[config.mk]
export PLATFORM = sky130hd
export DESIGN_NAME = pwm_power_stage_config
export DESIGN_NICKNAME = d
export VERILOG_FILES = /design/src/hdl/pwm_stage_pkg.sv /design/src/hdl/pwm_power_stage_config.sv
export SDC_FILE = /design/constraint.sdc
export NUM_CORES = 1
export LEC_CHECK = 0
export ABC_AREA = 1
export BUFFER_PORTS_ARGS = -buffer_cell sky130_fd_sc_hd__buf_4
export CAP_MARGIN = 5
export CORE_ASPECT_RATIO = 1.2
export CORE_UTILIZATION = 32
export DETAILED_ROUTE_END_ITERATION = 16
export HOLD_SLACK_MARGIN = 0.03
export SYNTH_ARGS = -nofsm -noshare
export SYNTH_HDL_FRONTEND = slang
export SYNTH_SLANG_ARGS = --single-unit
[constraint.sdc]
create_clock -name CLK -period 24.8 [get_ports CLK]
set_input_delay 4.96 -clock CLK [delete_from_list [all_inputs] [get_ports CLK]]
set_output_delay 4.96 -clock CLK [all_outputs]
set_load 0.03 [all_outputs]
[src/hdl/pwm_stage_pkg.sv]
// Constants, register map and carrier types for the PWM power stage block
// Behaviour
// - 8-bit overvoltage level code, reference 2*Vbg*N/255
// - Bit 7 selects bandgap, else sense pin
// - Bit 6 lets watchdog reset the PWM
// - Bit 4 inverts the comparator output
// - Bit 3 lets comparator act on PWM
// - Bit 2 reads comparator after polarity
// - Bit 1 flags rising status edges
// - Bit 0 flags falling status edges
// - Event flag ignores the PWM enable bit
// - 4-bit current offset, 50 mV per step
// - Blanking code selects 0/50/100/200 ns
// - Ignore current sense during blanking after turn-on
// - Slope compensation active while bypass bit clear
// - 6-bit slope rate code N
// - Dead timers active only when bypass clear
// - Separate turn-on dead time per gate
// - Primary dead time 16 ns times code+1
// - Secondary code uses same encoding
// - Unimplemented bits read zero, ignore writes
// - Bypass bits skip dead time, reset zero
package pwm_stage_pkg;
	localparam logic [13:0] ADDR_OV_LEVEL = 14'h0190;
	localparam logic [13:0] ADDR_DESAT_CTRL = 14'h0191;
	localparam logic [13:0] ADDR_CUR_OFFSET = 14'h0192;
	localparam logic [13:0] ADDR_BLANKING = 14'h0193;
	localparam logic [13:0] ADDR_SLOPE = 14'h0194;
	localparam logic [13:0] ADDR_DEADTIME = 14'h0195;
	localparam logic [13:0] ADDR_TRIM = 14'h0196;
	localparam logic [13:0] ADDR_BYPASS = 14'h0197;
	localparam logic [13:0] ADDR_CAL_WORD = 14'h2081;
	localparam int BIT_MUX = 7;
	localparam int BIT_WDE = 6;
	localparam int BIT_POL = 4;
	localparam int BIT_OE = 3;
	localparam int BIT_STATUS = 2;
	localparam int BIT_RISE = 1;
	localparam int BIT_FALL = 0;
	localparam int BIT_SLOPE_BYPASS = 6;
	localparam int BIT_P_BYPASS = 5;
	localparam int BIT_S_BYPASS = 4;
	localparam int BIT_FLAG = 0;
	localparam logic [7:0] DESAT_CTRL_RESET = 8'h00;
	localparam logic [7:0] CFG_RESET = 8'h00;
	localparam logic [13:0] CAL_WORD_DEFAULT = 14'h0000;
	localparam logic [7:0] CUR_OFFSET_MASK = 8'h0f;
	localparam logic [7:0] BLANKING_MASK = 8'h03;
	localparam logic [7:0] SLOPE_MASK = 8'h7f;
	localparam logic [7:0] DESAT_WR_MASK = 8'hdb;
	localparam int CLK_MHZ = 40;
	localparam int CLK_PERIOD_PS = 25000;
	localparam int BLANK_NS_1 = 50;
	localparam int BLANK_NS_2 = 100;
	localparam int BLANK_NS_3 = 200;
	localparam int DEAD_STEP_NS = 16;
	localparam logic [3:0] BLANK_CYC_1 = 4'((BLANK_NS_1 * 1000 + CLK_PERIOD_PS - 1) / CLK_PERIOD_PS);
	localparam logic [3:0] BLANK_CYC_2 = 4'((BLANK_NS_2 * 1000 + CLK_PERIOD_PS - 1) / CLK_PERIOD_PS);
	localparam logic [3:0] BLANK_CYC_3 = 4'((BLANK_NS_3 * 1000 + CLK_PERIOD_PS - 1) / CLK_PERIOD_PS);
	localparam int DEAD_STEP_PS = DEAD_STEP_NS * 1000;

	typedef struct packed {
		logic [7:0] ov_level_code;
		logic [3:0] current_offset_code;
		logic [5:0] slope_rate_code;
		logic slope_active;
		logic desat_input_select;
	} analog_cfg_s;
endpackage

[src/hdl/pwm_power_stage_config.sv]
// PWM power stage configuration, desaturation logic, blanking and dead time
//
// Decided for this implementation: the address-and-strobe port.
`timescale 1ns/10ps
module pwm_power_stage_config import pwm_stage_pkg::*; (
	input wire logic CLK,
	input wire logic RST,
	input wire logic [13:0] ADDR,
	input wire logic [7:0] WDATA,
	input wire logic WR,
	input wire logic RD,
	output logic [7:0] RDATA,
	input wire logic DESAT_CMP_RAW,
	input wire logic WATCHDOG,
	input wire logic PRIMARY_PWM,
	input wire logic SECONDARY_PWM,
	input wire logic PRIMARY_CURRENT_TRIP,
	output logic PRIMARY_GATE_OUT,
	output logic SECONDARY_GATE_OUT,
	output logic CURRENT_TRIP_OUT,
	output logic DESAT_PWM_TERMINATE,
	output logic PWM_RESET,
	output logic DESAT_EVENT_FLAG,
	output analog_cfg_s ANALOG_CFG,
	output logic [7:0] DESAT_TRIM,
	output logic [1:0] BLANKING_CODE
);
	// Reset-undefined registers are cleared here so simulation never sees X
	logic [7:0] ov_q, desat_q, cur_q, blank_q, slope_q, dead_q, trim_q, byp_q;
	logic flag_q, status_q, status_d, status_prev_q;
	logic wr_ov, wr_desat, wr_cur, wr_blank, wr_slope, wr_dead, wr_trim, wr_byp;
	logic rise_ev, fall_ev;
	logic p_pwm_prev_q;
	logic [3:0] blank_cnt_q, blank_len;
	logic [7:0] p_cnt_q, s_cnt_q;
	logic [7:0] p_len, s_len;

	function automatic logic [7:0] dead_cycles(input logic [3:0] code);
		int ps;
		ps = (int'(code) + 1) * DEAD_STEP_PS;
		dead_cycles = 8'((ps + CLK_PERIOD_PS - 1) / CLK_PERIOD_PS);
	endfunction

	assign wr_ov = WR && ADDR == ADDR_OV_LEVEL;
	assign wr_desat = WR && ADDR == ADDR_DESAT_CTRL;
	assign wr_cur = WR && ADDR == ADDR_CUR_OFFSET;
	assign wr_blank = WR && ADDR == ADDR_BLANKING;
	assign wr_slope = WR && ADDR == ADDR_SLOPE;
	assign wr_dead = WR && ADDR == ADDR_DEADTIME;
	assign wr_trim = WR && ADDR == ADDR_TRIM;
	assign wr_byp = WR && ADDR == ADDR_BYPASS;

	always_ff @(posedge CLK or posedge RST) begin
		if (RST) begin
			ov_q <= CFG_RESET;
			desat_q <= DESAT_CTRL_RESET;
			cur_q <= CFG_RESET;
			blank_q <= CFG_RESET;
			slope_q <= CFG_RESET;
			dead_q <= CFG_RESET;
			trim_q <= CFG_RESET;
			byp_q <= CFG_RESET;
		end else begin
			if (wr_ov) begin
				ov_q <= WDATA;
			end
			if (wr_desat) begin
				desat_q <= WDATA & DESAT_WR_MASK;
			end
			if (wr_cur) begin
				cur_q <= WDATA & CUR_OFFSET_MASK;
			end
			if (wr_blank) begin
				blank_q <= WDATA & BLANKING_MASK;
			end
			if (wr_slope) begin
				slope_q <= WDATA & SLOPE_MASK;
			end
			if (wr_dead) begin
				dead_q <= WDATA;
			end
			if (wr_trim) begin
				trim_q <= WDATA;
			end
			if (wr_byp) begin
				byp_q <= WDATA & 8'h30;
			end
		end
	end

	// Comparator status after polarity; raw input assumed already synchronous
	assign status_d = DESAT_CMP_RAW ^ desat_q[BIT_POL];

	always_ff @(posedge CLK or posedge RST) begin
		if (RST) begin
			status_q <= 1'b0;
			status_prev_q <= 1'b0;
		end else begin
			status_q <= status_d;
			status_prev_q <= status_q;
		end
	end

	assign rise_ev = desat_q[BIT_RISE] && status_q && !status_prev_q;
	assign fall_ev = desat_q[BIT_FALL] && !status_q && status_prev_q;

	// Set wins over a same-cycle software clear
	always_ff @(posedge CLK or posedge RST) begin
		if (RST) begin
			flag_q <= 1'b0;
		end else if (rise_ev || fall_ev) begin
			flag_q <= 1'b1;
		end else if (WR && ADDR == ADDR_CAL_WORD + 14'h0001 && WDATA[BIT_FLAG]) begin
			flag_q <= 1'b0;
		end
	end

	always_ff @(posedge CLK or posedge RST) begin
		if (RST) begin
			DESAT_PWM_TERMINATE <= 1'b0;
			PWM_RESET <= 1'b0;
			DESAT_EVENT_FLAG <= 1'b0;
			ANALOG_CFG <= '0;
			DESAT_TRIM <= 8'h00;
			BLANKING_CODE <= 2'b00;
		end else begin
			DESAT_PWM_TERMINATE <= desat_q[BIT_OE] && status_q;
			PWM_RESET <= desat_q[BIT_WDE] && WATCHDOG;
			DESAT_EVENT_FLAG <= flag_q;
			ANALOG_CFG.ov_level_code <= ov_q;
			ANALOG_CFG.current_offset_code <= cur_q[3:0];
			ANALOG_CFG.slope_rate_code <= slope_q[5:0];
			ANALOG_CFG.slope_active <= !slope_q[BIT_SLOPE_BYPASS];
			ANALOG_CFG.desat_input_select <= desat_q[BIT_MUX];
			DESAT_TRIM <= trim_q;
			BLANKING_CODE <= blank_q[1:0];
		end
	end

	always_comb begin
		case (blank_q[1:0])
			2'b01: blank_len = BLANK_CYC_1;
			2'b10: blank_len = BLANK_CYC_2;
			2'b11: blank_len = BLANK_CYC_3;
			default: blank_len = 4'h0;
		endcase
	end

	// Blanking window starts at primary turn-on request
	always_ff @(posedge CLK or posedge RST) begin
		if (RST) begin
			p_pwm_prev_q <= 1'b0;
			blank_cnt_q <= 4'h0;
			CURRENT_TRIP_OUT <= 1'b0;
		end else begin
			p_pwm_prev_q <= PRIMARY_PWM;
			if (PRIMARY_PWM && !p_pwm_prev_q) begin
				blank_cnt_q <= blank_len;
			end else if (blank_cnt_q != 4'h0) begin
				blank_cnt_q <= blank_cnt_q - 4'h1;
			end
			CURRENT_TRIP_OUT <= PRIMARY_CURRENT_TRIP && blank_cnt_q == 4'h0
				&& !(PRIMARY_PWM && !p_pwm_prev_q && blank_len != 4'h0);
		end
	end

	assign p_len = dead_cycles(dead_q[7:4]);
	assign s_len = dead_cycles(dead_q[3:0]);

	// Counters run while the request is high and bypass is clear; falling edge drops the gate at once
	always_ff @(posedge CLK or posedge RST) begin
		if (RST) begin
			p_cnt_q <= 8'h00;
			s_cnt_q <= 8'h00;
			PRIMARY_GATE_OUT <= 1'b0;
			SECONDARY_GATE_OUT <= 1'b0;
		end else begin
			if (!PRIMARY_PWM) begin
				p_cnt_q <= 8'h00;
				PRIMARY_GATE_OUT <= 1'b0;
			end else if (byp_q[BIT_P_BYPASS]) begin
				PRIMARY_GATE_OUT <= 1'b1;
			end else if (p_cnt_q >= p_len) begin
				// Dead time comes on top of the register stage, so code 0 still lags bypass
				PRIMARY_GATE_OUT <= 1'b1;
			end else begin
				p_cnt_q <= p_cnt_q + 8'h01;
			end
			if (!SECONDARY_PWM) begin
				s_cnt_q <= 8'h00;
				SECONDARY_GATE_OUT <= 1'b0;
			end else if (byp_q[BIT_S_BYPASS]) begin
				SECONDARY_GATE_OUT <= 1'b1;
			end else if (s_cnt_q >= s_len) begin
				SECONDARY_GATE_OUT <= 1'b1;
			end else begin
				s_cnt_q <= s_cnt_q + 8'h01;
			end
		end
	end

	always_ff @(posedge CLK or posedge RST) begin
		if (RST) begin
			RDATA <= 8'h00;
		end else if (RD) begin
			case (ADDR)
				ADDR_OV_LEVEL: RDATA <= ov_q;
				ADDR_DESAT_CTRL: RDATA <= desat_q | {5'h00, status_q, 2'b00};
				ADDR_CUR_OFFSET: RDATA <= cur_q;
				ADDR_BLANKING: RDATA <= blank_q;
				ADDR_SLOPE: RDATA <= slope_q;
				ADDR_DEADTIME: RDATA <= dead_q;
				ADDR_TRIM: RDATA <= trim_q;
				ADDR_BYPASS: RDATA <= byp_q;
				ADDR_CAL_WORD: RDATA <= CAL_WORD_DEFAULT[7:0];
				ADDR_CAL_WORD + 14'h0001: RDATA <= {7'h00, flag_q};
				default: RDATA <= 8'h00;
			endcase
		end else begin
			RDATA <= 8'h00;
		end
	end

	a_rise_flag: assert property (@(posedge CLK) disable iff (RST) rise_ev |=> flag_q) else $error("rise lost");
	a_fall_flag: assert property (@(posedge CLK) disable iff (RST) fall_ev |=> flag_q) else $error("fall lost");
	a_flag_no_oe: assert property (@(posedge CLK) disable iff (RST)
		(!desat_q[BIT_OE] && rise_ev) |-> ##1 flag_q) else $error("flag gated by enable");
	a_pwm_gate: assert property (@(posedge CLK) disable iff (RST)
		!desat_q[BIT_OE] |=> !DESAT_PWM_TERMINATE) else $error("terminate while disabled");
	a_wdog_gate: assert property (@(posedge CLK) disable iff (RST)
		(WATCHDOG && desat_q[BIT_WDE]) |=> PWM_RESET) else $error("watchdog reset missing");
	a_gate_fall: assert property (@(posedge CLK) disable iff (RST)
		!PRIMARY_PWM |=> !PRIMARY_GATE_OUT) else $error("primary fall delayed");
	a_sec_fall: assert property (@(posedge CLK) disable iff (RST)
		!SECONDARY_PWM |=> !SECONDARY_GATE_OUT) else $error("secondary fall delayed");
	a_bypass_fast: assert property (@(posedge CLK) disable iff (RST)
		(PRIMARY_PWM && byp_q[BIT_P_BYPASS]) |=> PRIMARY_GATE_OUT) else $error("bypass not applied");
	a_dead_min: assert property (@(posedge CLK) disable iff (RST)
		($rose(PRIMARY_PWM) && !byp_q[BIT_P_BYPASS]) |=> !PRIMARY_GATE_OUT) else $error("dead time skipped");
	a_blank_hold: assert property (@(posedge CLK) disable iff (RST)
		(blank_cnt_q != 4'h0) |=> !CURRENT_TRIP_OUT) else $error("trip during blanking");
	a_unimpl_zero: assert property (@(posedge CLK) disable iff (RST)
		(RD && ADDR == ADDR_BLANKING) |=> RDATA[7:2] == 6'h00) else $error("reserved bits set");
endmodule

==> metrics.md, run 1 <==
| Metric | Value |
|---|---|
| GRT Residual Overflow | `0` |
| Delay of the slowest critical-path stage | `0.73 ns` |
| Horizontal extent of the die | `between 150 and 200 um` |
| Antenna Nets Post-Route | `0` |
| Sequential area share after synthesis | `22.74%` |
| RR Startpoint | `dead_q[4]` |
| Setup TNS after final layout | `0 ns` |
| Endpoint type of the worst setup path | `register` |
| Async set-reset flop share out of synthesis | `100.0%` |
| Clock latency of the later-clocked register in the worst-skew pair | `~0.42 ns` |
| Final worst slack | `~13 ns` |
| Startpoint kind of the worst setup timing path | `register` |
| Die Ht | `about 220 um` |
| Number of buffers inserted for hold repair after clock tree synthesis | `0` |
| Post-layout minimum cycle time | `between 10 and 15 ns` |
| Max_cap viols | `0` |
| Area share of the largest cell type after synthesis | `between 20 and 25%` |
| Adder-cell share of the synthesized area | `about 11%` |
| First-pass GRT wire length | `between 50000 and 60000 um` |
| CTS tree | `yes` |
| Aggregate routed wire length | `33160 um` |
| Area of the core | `between 0.03 and 0.04 mm2` |
| Cts repair resizes | `0` |
| Class of the most critical setup path | `register to register` |
| Synth Cell Area | `approximately 0.012 mm2` |
| Signal arrival time at the worst endpoint | `around 13 ns` |
| DRC violation total after the first TritonRoute iteration | `578` |
| Post-placement cell area | `roughly 0.013 mm2` |
| Worst Clk Skew | `between 0.009 and 0.01 ns` |
| Hold Crit Endpoint | `DESAT_TRIM[4]` |
| Worst setup slack after placement | `12.64 ns` |
| Cell with the most instances after synthesis | `nand2_1` |
| Synth warn | `0` |
| Iteration count of the initial detailed-routing pass | `6` |
| Compound-cell area share of the yosys netlist | `under 10%` |
| Clk sink count | `113` |
| Power density over the cells | `approximately 38 mW/mm2` |
| Commonest cells in the synthesized netlist | `nand2_1 (630), inv_1 (267), nand3_1 (178)` |
| Clock root buffer | `clkbuf_16` |
| Layout cells sized above 1 | `approximately 14%` |
| Global placement routability congestion | `~0.9` |
| Beginning of the worst hold path | `trim_q[4]` |
| Post-Synth Simple-Gate Area | `~43%` |
| Worst hold-check path type | `register to register` |
| Worst Hold Depth | `0` |
| Worst-case hold slack | `between 0.4 and 0.5 ns` |
| Number of buffers inserted during clock tree synthesis | `17` |
| Via density per instance | `around 4.8` |
| Reg2reg end | `p_cnt_q[3]` |
| # rows | `between 70 and 80` |
| Maximum level of the CTS H-tree | `4` |
| DRC violation count after routing | `0` |
| Post-CTS Setup Bufs | `0` |
| Finish-stage setup viols | `0` |
| Seq cells post-synth | `approximately 110` |
| Family with the most delay on the worst path | `simple AND/OR/NAND/NOR gates` |
| Number of distinct standard cells referenced by the synthesized netlist | `62` |
| Number of flops mapped to enable cells by yosys | `0` |
| Initial cell density of the core | `roughly 33%` |
| Maximum achievable frequency | `approximately 82 MHz` |
| Nets in the synthesized netlist | `2041` |
| Setup slack, reg-to-reg | `12.60 ns` |
| Final Net Count | `about 2100` |
| Cell accounting for the most synthesized area | `dfrtp_1` |
| Worst Max-Slew Pin Slew | `~0.96 ns` |
| Final count of pins violating max slew | `0` |
| Ant. Diodes | `0` |
| Critical path buffer and inverter count | `10` |
| Gate count of the mapped netlist | `1910` |
| Largest net degree at the start of global routing | `77` |
| Worst path slowest cell | `nor4_1` |
| Count of input and output buffers | `74` |
| Multiplexer share of the synthesized area | `0%` |
| Number of global-route vias before repair | `11490` |
| Number of hold violations in the final report | `0` |
| Combinational family with the most area after synthesis | `simple AND/OR/NAND/NOR gates` |
| Top_reg_cell synth | `dfrtp_1` |
| Max rail drop VDD | `approximately 0.000037 V` |
| Initial antenna violation count | `0` |
| Mean cell area of the mapped netlist | `6.510 um2` |
| Result of the run | `finished clean` |
| Post-CTS clock slew at the launch and capture registers of the worst setup and hold paths | `around 0.060 ns` |
| Area of all placed cells without fillers | `about 0.014 mm2` |
| Leak Pwr | `between 7 and 8 nW` |
| Ports placed on the boundary | `75` |
| Area enclosed by the die boundary | `approximately 0.040 mm2` |
| Buffer depth of the longest clock path | `2` |
| R2r worst-path depth | `70` |
| Worst-case headroom to the max-slew limit | `35.53%` |
| Setup repair after global routing missed its margin | `false` |
| Final HPWL from detailed placement | `roughly 27000 um` |
| Maximum net fanout on the critical path | `20` |
| Layout Area Growth over Synthesis | `12.79%` |
| Aggregate global-route resource usage | `around 17%` |
| Most repeated library cell on the critical path | `nand2_1` |
| Worst EP required | `25.11 ns` |
| Top cells by area in the synthesized netlist | `dfrtp_1 (23%), nand2_1 (19%), inv_1 (8.1%)` |
| Number of vias in the routed layout | `approximately 12000` |
| Part of the cycle the worst path needs | `between 40 and 50%` |
| Average routed wire per standard cell | `between 10 and 15 um` |
| Xor/xnor cell area share of the yosys netlist | `a little over 4%` |
[cell usage in the layout, fill, tap and decap left out, drive strengths merged, types with 2 or more instances in the layout]
cell type / Yosys / routed
a211o: 2 / 2
a211oi: 2 / 2
a21oi: 45 / 45
a221oi: 4 / 4
a22o: 3 / 3
a31oi: 6 / 6
a41oi: 2 / 2
and2: 4 / 4
buf: 14 / 75
clkbuf: 6 / 17
clkinv: 4 / 7
dfrtp: 113 / 113
fa: 20 / 20
ha: 80 / 80
inv: 296 / 306
nand2: 706 / 706
nand3: 197 / 197
nand3b: 16 / 16
nand4: 34 / 34
nor2: 166 / 166
nor3: 9 / 9
nor4: 3 / 3
o21a: 2 / 2
o21ai: 92 / 92
o21bai: 2 / 2
o221ai: 3 / 3
o22ai: 7 / 7
or2: 5 / 5
xnor2: 10 / 10
xor2: 46 / 46
[how the worst max path moves through the flow]
stage | startpoint | endpoint | cells after the start
2_1_floorplan | dead_q[4] | p_cnt_q[3] | 73
3_3_place_gp | dead_q[4] | p_cnt_q[3] | 71
3_5_place_dp | dead_q[4] | p_cnt_q[0] | 69
4_1_cts | dead_q[4] | p_cnt_q[3] | 70
5_1_grt | dead_q[4] | p_cnt_q[0] | 69
6_report | dead_q[4] | p_cnt_q[3] | 70
[sequential cells by signal, summed over array words and instances (netlist names), 2 cells and up]
signal         cells
ANALOG_CFG        20
BLANKING_CODE      2
DESAT_TRIM         8
RDATA              8
blank_cnt_q        4
blank_q            2
byp_q              2
cur_q              4
dead_q             8
desat_q            6
ov_q               8
p_cnt_q            8
s_cnt_q            8
slope_q            7
trim_q             8
[report_power, final]
part | internal, W | switching [W] | leakage, nW | total [W]
Sequential | 0.000193 | 0.00000808 | 1.54 | 0.000201
Clock | 0.000143 | 0.000103 | 0.289 | 0.000246
Combinational | 0.0000317 | 0.0000580 | 5.88 | 0.0000897
Total | 0.000368 | 0.000169 | 7.72 | 0.000537
[final cells by class]
type	count	area (um2)
fill	4080	24040
clock inverter	15	162.7
multi-input combinational	1477	8317
sequential	113	2828
inverter	300	1129
clock buffer	17	425.4
tap	480	600.6
timing repair buffer	75	563.0
[logic make-up (layout without fill, tap and decap cells)]
group / count (synthesis) / after routing
flops: 113 / 113
fa+ha+maj: 100 / 100
compound gates: 177 / 177
simple gates: 1144 / 1144
buf+inv: 320 / 407
xor+xnor: 56 / 56
[per-layer routing]
layer / track usage, % / wire, um / up-vias
met1: 21.36 / 15360 / 5407
li1: - / - / 6208
met2: 30.71 / 16250 / 201
met3: 2.171 / 976 / 37
met5: 0 / 0 / -
met4: 4.314 / 566 / 0
[stage by stage]
stage | power (W) | util (%) | std cells
2_1_floorplan | 0.0002685 | - | 1910
3_5_place_dp | 0.0002944 | 35.30 | 2445
5_1_grt | 0.0005648 | 36.85 | 2477
3_3_place_gp | 0.0002930 | 35.30 | 2445
6_report | 0.0005366 | 36.85 | 2477
4_1_cts | 0.0005423 | 36.85 | 2477
Power figures use the tool's default switching activity.
==> run 2, diff against run 1 <==
- clock period: 24.8 -> 12.3 ns (I/O delays scaled with it)
==> metrics.md, run 2 (synthesis results as in run 1) <==
| Metric | Value |
|---|---|
| Combinational fraction of design power | `17.5% (was 16.7%)` |
| DRC violation total after the first TritonRoute iteration | `578 (unchanged)` |
| Count of input and output buffers | `74 (unchanged)` |
| Leak Pwr | `7.734 nW (was 7.715 nW)` |
| Via density per instance | `4.800 (was 4.785)` |
| Final count of pins violating max slew | `0 (unchanged)` |
| # rows | `78 (unchanged)` |
| Antenna Nets Post-Route | `0 (unchanged)` |
| Reg2reg end | `s_cnt_q[6] (was p_cnt_q[3])` |
| Hold Crit Endpoint | `DESAT_TRIM[7] (was DESAT_TRIM[4])` |
| GRT Residual Overflow | `0 (unchanged)` |
| Endpoint type of the worst setup path | `register (unchanged)` |
| Post-CTS clock slew at the launch and capture registers of the worst setup and hold paths | `0.06 ns (about the same)` |
| Initial cell density of the core | `32.67% (unchanged)` |
| RR Startpoint | `dead_q[0] (was dead_q[4])` |
| Worst Max-Slew Pin Slew | `0.9505 ns (was 0.9581 ns)` |
| Fraction of power consumed by sequential logic | `37.2% (was 37.5%)` |
| Class of the most critical setup path | `register to register (unchanged)` |
| Largest net degree at the start of global routing | `77 (unchanged)` |
| DRC violation count after routing | `0 (unchanged)` |
| Number of vias in the routed layout | `11900 (was 11850)` |
| Number of buffers inserted during clock tree synthesis | `17 (unchanged)` |
| FILL cells | `4078 (was 4080)` |
| Iteration count of the initial detailed-routing pass | `5 (was 6)` |
| Delay of the slowest critical-path stage | `0.58 ns (was 0.73 ns)` |
| Worst path slowest cell | `fa_1 (was nor4_1)` |
| Buffer depth of the longest clock path | `2 (unchanged)` |
| Ant. Diodes | `0 (unchanged)` |
| Part of the cycle the worst path needs | `90.35% (was 49.19%)` |
| Number of global-route vias before repair | `11330 (was 11490)` |
| Aggregate global-route resource usage | `16.84% (was 17.04%)` |
| Average routed wire per standard cell | `13.23 um (was 13.39 um)` |
| Finish-stage setup viols | `0 (unchanged)` |
| Number of buffers inserted for hold repair after clock tree synthesis | `0 (unchanged)` |
| Max_cap viols | `0 (unchanged)` |
| Seq. cell area | `0.002829 mm2 (was 0.002828 mm2)` |
| Setup TNS after final layout | `0 ns (unchanged)` |
| Net Sw Power | `0.0003410 W (was 0.0001691 W)` |
| Register name with the most flops | `ANALOG_CFG (unchanged)` |
| Layout Area Growth over Synthesis | `13.19% (was 12.79%)` |
| R2r worst-path depth | `68 (was 70)` |
| Initial antenna violation count | `0 (unchanged)` |
| Area of the core | `0.03806 mm2 (unchanged)` |
| Final Net Count | `2118 (was 2115)` |
| Worst EP required | `12.60 ns (was 25.11 ns)` |
| Area enclosed by the die boundary | `0.03965 mm2 (unchanged)` |
| Max rail drop VDD | `0.00008553 V (was 0.00003729 V)` |
| Power density over the cells | `77.38 mW/mm2 (was 38.26 mW/mm2)` |
| Maximum net fanout on the critical path | `25 (was 20)` |
| Die Ht | `217.9 um (unchanged)` |
| Maximum achievable frequency | `89.98 MHz (was 81.97 MHz)` |
| Horizontal extent of the die | `182.0 um (unchanged)` |
| Leading cell type in the layout, fill and taps excluded | `nand2_1 (unchanged)` |
| Final HPWL from detailed placement | `26540 um (was 26850 um)` |
| Worst-case headroom to the max-slew limit | `36.63% (was 35.53%)` |
| Layout cells sized above 1 | `14.75% (was 14.42%)` |
| Global placement routability congestion | `0.8807 (was 0.9099)` |
| Worst Hold Depth | `0 (unchanged)` |
| Switching portion of total power | `31.32% (was 31.51%)` |
| Multi-input logic area | `0.008342 mm2 (was 0.008317 mm2)` |
| Clock root buffer | `clkbuf_16 (unchanged)` |
| Layout Utilization | `36.98% (was 36.85%)` |
| Signal arrival time at the worst endpoint | `11.41 ns (was 12.50 ns)` |
| Worst hold-check path type | `register to register (unchanged)` |
| Setup slack, reg-to-reg | `1.19 ns (was 12.60 ns)` |
| Share of power burned in the clock network | `45.3% (was 45.8%)` |
| Startpoint of the worst setup timing path | `dead_q[0] (was dead_q[4])` |
| Worst-case hold slack | `0.4030 ns (was 0.4042 ns)` |
| Beginning of the worst hold path | `trim_q[7] (was trim_q[4])` |
| Cell-internal power | `0.0007480 W (was 0.0003675 W)` |
| Result of the run | `finished clean (unchanged)` |
| Clock latency of the later-clocked register in the worst-skew pair | `0.42 ns (about the same)` |
| Number of hold violations in the final report | `0 (unchanged)` |
| Post-layout minimum cycle time | `11.11 ns (was 12.20 ns)` |
| Largest register FFs | `20 (unchanged)` |
| Clk sink count | `113 (unchanged)` |
| Maximum level of the CTS H-tree | `4 (unchanged)` |
| Worst Clk Skew | `0.008463 ns (was 0.009867 ns)` |
| Setup repair after global routing missed its margin | `false (unchanged)` |
| First-pass GRT wire length | `54460 um (was 55430 um)` |
| Aggregate routed wire length | `32810 um (was 33160 um)` |
| Most frequent cells in the layout | `nand2_1 (630), inv_1 (266), nand3_1 (178), nor2_1 (132), dfrtp_1 (112) (was nand2_1 (630), inv_1 (266), nand3_1 (178), nor2_1 (133), dfrtp_1 (113))` |
| Post-CTS Setup Bufs | `0 (unchanged)` |
| Startpoint kind of the worst setup timing path | `register (unchanged)` |
| Most repeated library cell on the critical path | `nand2_1 (unchanged)` |
| Ports placed on the boundary | `75 (unchanged)` |
| CTS tree | `yes (unchanged)` |
run 2: worst max path at each step:
stage                  to  slack (ns)  cells after the start
3_3_place_gp   p_cnt_q[3]        1.10                     71
6_report       s_cnt_q[6]        1.19                     68
3_5_place_dp   p_cnt_q[3]        0.69                     70
2_1_floorplan  p_cnt_q[3]        2.11                     73
5_1_grt        s_cnt_q[6]        0.07                     69
4_1_cts        p_cnt_q[3]        0.64                     70
run 2: stage by stage:
stage / cells / power (W) / area (um2) / setup WS [ns]
2_1_floorplan: 1910 / 0.0005414 / 12430 / 2.105
3_3_place_gp: 2448 / 0.0005959 / 13460 / 1.095
3_5_place_dp: 2448 / 0.0006004 / 13460 / 0.6894
4_1_cts: 2480 / 0.001098 / 14050 / 0.6400
5_1_grt: 2480 / 0.001151 / 14070 / 0.07119
6_report: 2480 / 0.001089 / 14070 / 1.186
run 2: routing by layer:
| metal | wire (um) | vias to the layer above | GRT usage (%) |
|---|---|---|---|
| met5 | 0 | - | 0 |
| li1 | - | 6224 | - |
| met1 | 14870 | 5389 | 20.72 |
| met2 | 15690 | 240 | 29.62 |
| met3 | 1234 | 50 | 2.505 |
| met4 | 1022 | 0 | 6.275 |
run 2: layout make-up:
class / instances / area share, %
Multi-Input combinational cell: 1477 / 59.27
Sequential cell: 113 / 20.10
Inverter: 300 / 8.019
Tap cell: 480 / 4.267
Timing Repair Buffer: 78 / 4.160
Clock buffer: 17 / 3.023
Clock inverter: 15 / 1.165
run 2: worst max-delay path, delay by kind of cell (launching register included):
| kind | cells | cell delay [ns] |
|---|---|---|
| compound gates | 7 | 1.38 |
| simple gates | 40 | 4.81 |
| buf+inv | 12 | 1.17 |
| flops | 1 | 0.50 |
| fa+ha+maj | 9 | 3.08 |
run 2: power by group through the flow:
stage	sequential [W]	clock (W)	combinational, W
after global routing	0.000408	0.000521	0.000221
final	0.000405	0.000493	0.000190
after detailed placement	0.000412	0	0.000188
after CTS	0.000406	0.000503	0.000189
after floorplan	0.000416	0	0.000125
after global placement	0.000412	0	0.000183
run 2: what timing repair did:
action	in CTS	in global routing
endpoints found under the setup margin	0	8
resized for setup	0	5
endpoints found under the hold margin	0	0
==> run 3, diff against run 2 <==
- BUFFER_PORTS_ARGS: -buffer_cell sky130_fd_sc_hd__buf_4 -> not set
- DONT_BUFFER_PORTS: not set -> 1
==> metrics.md, run 3 (synthesis results as in run 1) <==
| Metric | Value |
|---|---|
| Area enclosed by the die boundary | `0.03965 mm2 (unchanged)` |
| Ports placed on the boundary | `75 (unchanged)` |
| Post-placement cell area | `0.01289 mm2 (was 0.01346 mm2)` |
| Result of the run | `finished clean (unchanged)` |
| Clock root buffer | `clkbuf_16 (unchanged)` |
| Setup TNS after final layout | `0 ns (unchanged)` |
| Max_cap viols | `0 (unchanged)` |
| Number of buffers inserted during clock tree synthesis | `17 (unchanged)` |
| Signal arrival time at the worst endpoint | `11.43 ns (was 11.41 ns)` |
| Worst-case headroom to the max-slew limit | `42.86% (was 36.63%)` |
| Leading cell type in the layout, fill and taps excluded | `nand2_1 (unchanged)` |
| Global placement routability congestion | `0.8788 (was 0.8807)` |
| Endpoint type of the worst setup path | `register (unchanged)` |
| Worst Clk Skew | `0.01072 ns (was 0.008463 ns)` |
| Ant. Diodes | `0 (unchanged)` |
| Number of vias in the routed layout | `11560 (was 11900)` |
| Clock latency of the later-clocked register in the worst-skew pair | `0.43 ns (was 0.42 ns)` |
| Maximum net fanout on the critical path | `20 (was 25)` |
| Die Ht | `217.9 um (unchanged)` |
| Iteration count of the initial detailed-routing pass | `5 (unchanged)` |
| Largest register FFs | `20 (unchanged)` |
| Final worst slack | `1.176 ns (was 1.186 ns)` |
| Worst Max-Slew Pin Slew | `0.8571 ns (was 0.9505 ns)` |
| Clk sink count | `113 (unchanged)` |
| Average routed wire per standard cell | `13.43 um (was 13.23 um)` |
| Post-layout minimum cycle time | `11.12 ns (was 11.11 ns)` |
| Aggregate global-route resource usage | `16.75% (was 16.84%)` |
| Number of cells in the design after placement | `2372 (was 2448)` |
| Aggregate routed wire length | `32280 um (was 32810 um)` |
| Worst EP required | `12.61 ns (was 12.60 ns)` |
| Setup repair after global routing missed its margin | `false (unchanged)` |
| Setup slack, reg-to-reg | `1.18 ns (was 1.19 ns)` |
| Leak Pwr | `7.344 nW (was 7.734 nW)` |
| Area of the core | `0.03806 mm2 (unchanged)` |
| Maximum achievable frequency | `89.90 MHz (was 89.98 MHz)` |
| GRT Residual Overflow | `0 (unchanged)` |
| Via density per instance | `4.809 (was 4.800)` |
| Part of the cycle the worst path needs | `90.44% (was 90.35%)` |
| Power density over the cells | `79.34 mW/mm2 (was 77.38 mW/mm2)` |
| Count of input and output buffers | `0 (was 74)` |
| Maximum level of the CTS H-tree | `4 (unchanged)` |
| DRC violation count after routing | `0 (unchanged)` |
| Class of the most critical setup path | `register to register (unchanged)` |
| CTS tree | `yes (unchanged)` |
| Most repeated library cell on the critical path | `nand2_1 (unchanged)` |
| Largest net degree at the start of global routing | `71 (was 77)` |
| Critical path buffer and inverter count | `9 (was 12)` |
| Startpoint kind of the worst setup timing path | `register (unchanged)` |
| Buffer depth of the longest clock path | `2 (unchanged)` |
| Worst path slowest cell | `fa_1 (unchanged)` |
| Number of standard cells in the final layout excluding fillers | `2404 (was 2480)` |
| First-pass GRT wire length | `54240 um (was 54460 um)` |
| Number of global-route vias before repair | `11100 (was 11330)` |
| Family with the most delay on the worst path | `simple AND/OR/NAND/NOR gates (unchanged)` |
| Initial antenna violation count | `0 (unchanged)` |
| Worst setup slack after placement | `0.6325 ns (was 0.6894 ns)` |
| Final count of pins violating max slew | `0 (unchanged)` |
| Final HPWL from detailed placement | `26150 um (was 26540 um)` |
| # rows | `78 (unchanged)` |
| Most frequent cells in the layout | `nand2_1 (630), inv_1 (266), nand3_1 (178), nor2_1 (131), dfrtp_1 (112) (was nand2_1 (630), inv_1 (266), nand3_1 (178), nor2_1 (132), dfrtp_1 (112))` |
| Area of all placed cells without fillers | `0.01351 mm2 (was 0.01407 mm2)` |
| Register name with the most flops | `ANALOG_CFG (unchanged)` |
| Post-CTS clock slew at the launch and capture registers of the worst setup and hold paths | `0.07 ns (was 0.06 ns)` |
| Layout cells sized above 1 | `11.49% (was 14.75%)` |
| Initial cell density of the core | `32.67% (unchanged)` |
| Number of hold violations in the final report | `0 (unchanged)` |
| Worst hold-check path type | `register to register (unchanged)` |
| Finish-stage setup viols | `0 (unchanged)` |
| Total power | `0.001072 W (was 0.001089 W)` |
| Delay of the slowest critical-path stage | `0.61 ns (was 0.58 ns)` |
| Antenna Nets Post-Route | `0 (unchanged)` |
| Layout Area Growth over Synthesis | `8.674% (was 13.19%)` |
| Final Net Count | `2042 (was 2118)` |
| Horizontal extent of the die | `182.0 um (unchanged)` |
| DRC violation total after the first TritonRoute iteration | `606 (was 578)` |
| Max rail drop VDD | `0.0001088 V (was 0.00008553 V)` |
## run 3: cell count changes in the layout (fill, tap and decap cells not counted), sizes merged
cell	change
buf	-76
## run 3: path summary, 6_finish.rpt
path,from,to,cells past startpoint
max reg2reg,dead_q[4],p_cnt_q[3],71
min,trim_q[2],DESAT_TRIM[2],0
max in group asynchronous,RST,dead_q[4],2
max,dead_q[4],p_cnt_q[3],71
min in group asynchronous,RST,SECONDARY_GATE_OUT,1
min reg2reg,trim_q[2],DESAT_TRIM[2],0
## run 3: routing by layer
metal  wire length (um)  vias to the layer above  GRT usage [%]
li1                   -                     6055              -
met1              14780                     5244          20.71
met2              15720                      218          29.81
met3               1057                       45          2.422
met4                726                        0          5.294
met5                  0                        -              0
## run 3: final cells by class
cell class | instances | area (um2)
clock buffers | 17 | 425.4
clock inverters | 15 | 163.9
fillers | 4064 | 24550
inverters | 300 | 1129
multi-input cells | 1477 | 8351
flip-flops and latches | 113 | 2829
well taps | 480 | 600.6
repair buffers | 2 | 15.01
## run 3: report_power, final
group / switching, W / leakage, nW / total (W) / internal (W)
sequential: 0.0000262 / 1.54 / 0.000416 / 0.000389
clock: 0.000207 / 0.286 / 0.000495 / 0.000288
combinational: 0.000106 / 5.52 / 0.000162 / 0.0000563
## run 3: timing repair
| item | CTS | global route |
|---|---|---|
| hold buffers | 0 | 0 |
| resized for setup | 0 | 7 |
| setup buffers | 0 | 0 |
| setup endpoints to repair | 0 | 15 |
## run 3: worst reg2reg max path, delay by kind of cell (launching register included)
family          cells  cell delay (ns)
simple gates       47             5.46
fa+ha+maj           9             3.15
compound gates      5             0.87
buf+inv             9             0.84
flops               1             0.53
xor+xnor            1             0.19
## run 3: per-stage QoR
stage / util, % / hold slack (ns)
after floorplan: - / 0.3679
after global placement: 33.86 / 0.3911
after detailed placement: 33.86 / 0.3918
after CTS: 35.41 / 0.4011
after global routing: 35.50 / 0.4152
final: 35.50 / 0.3977
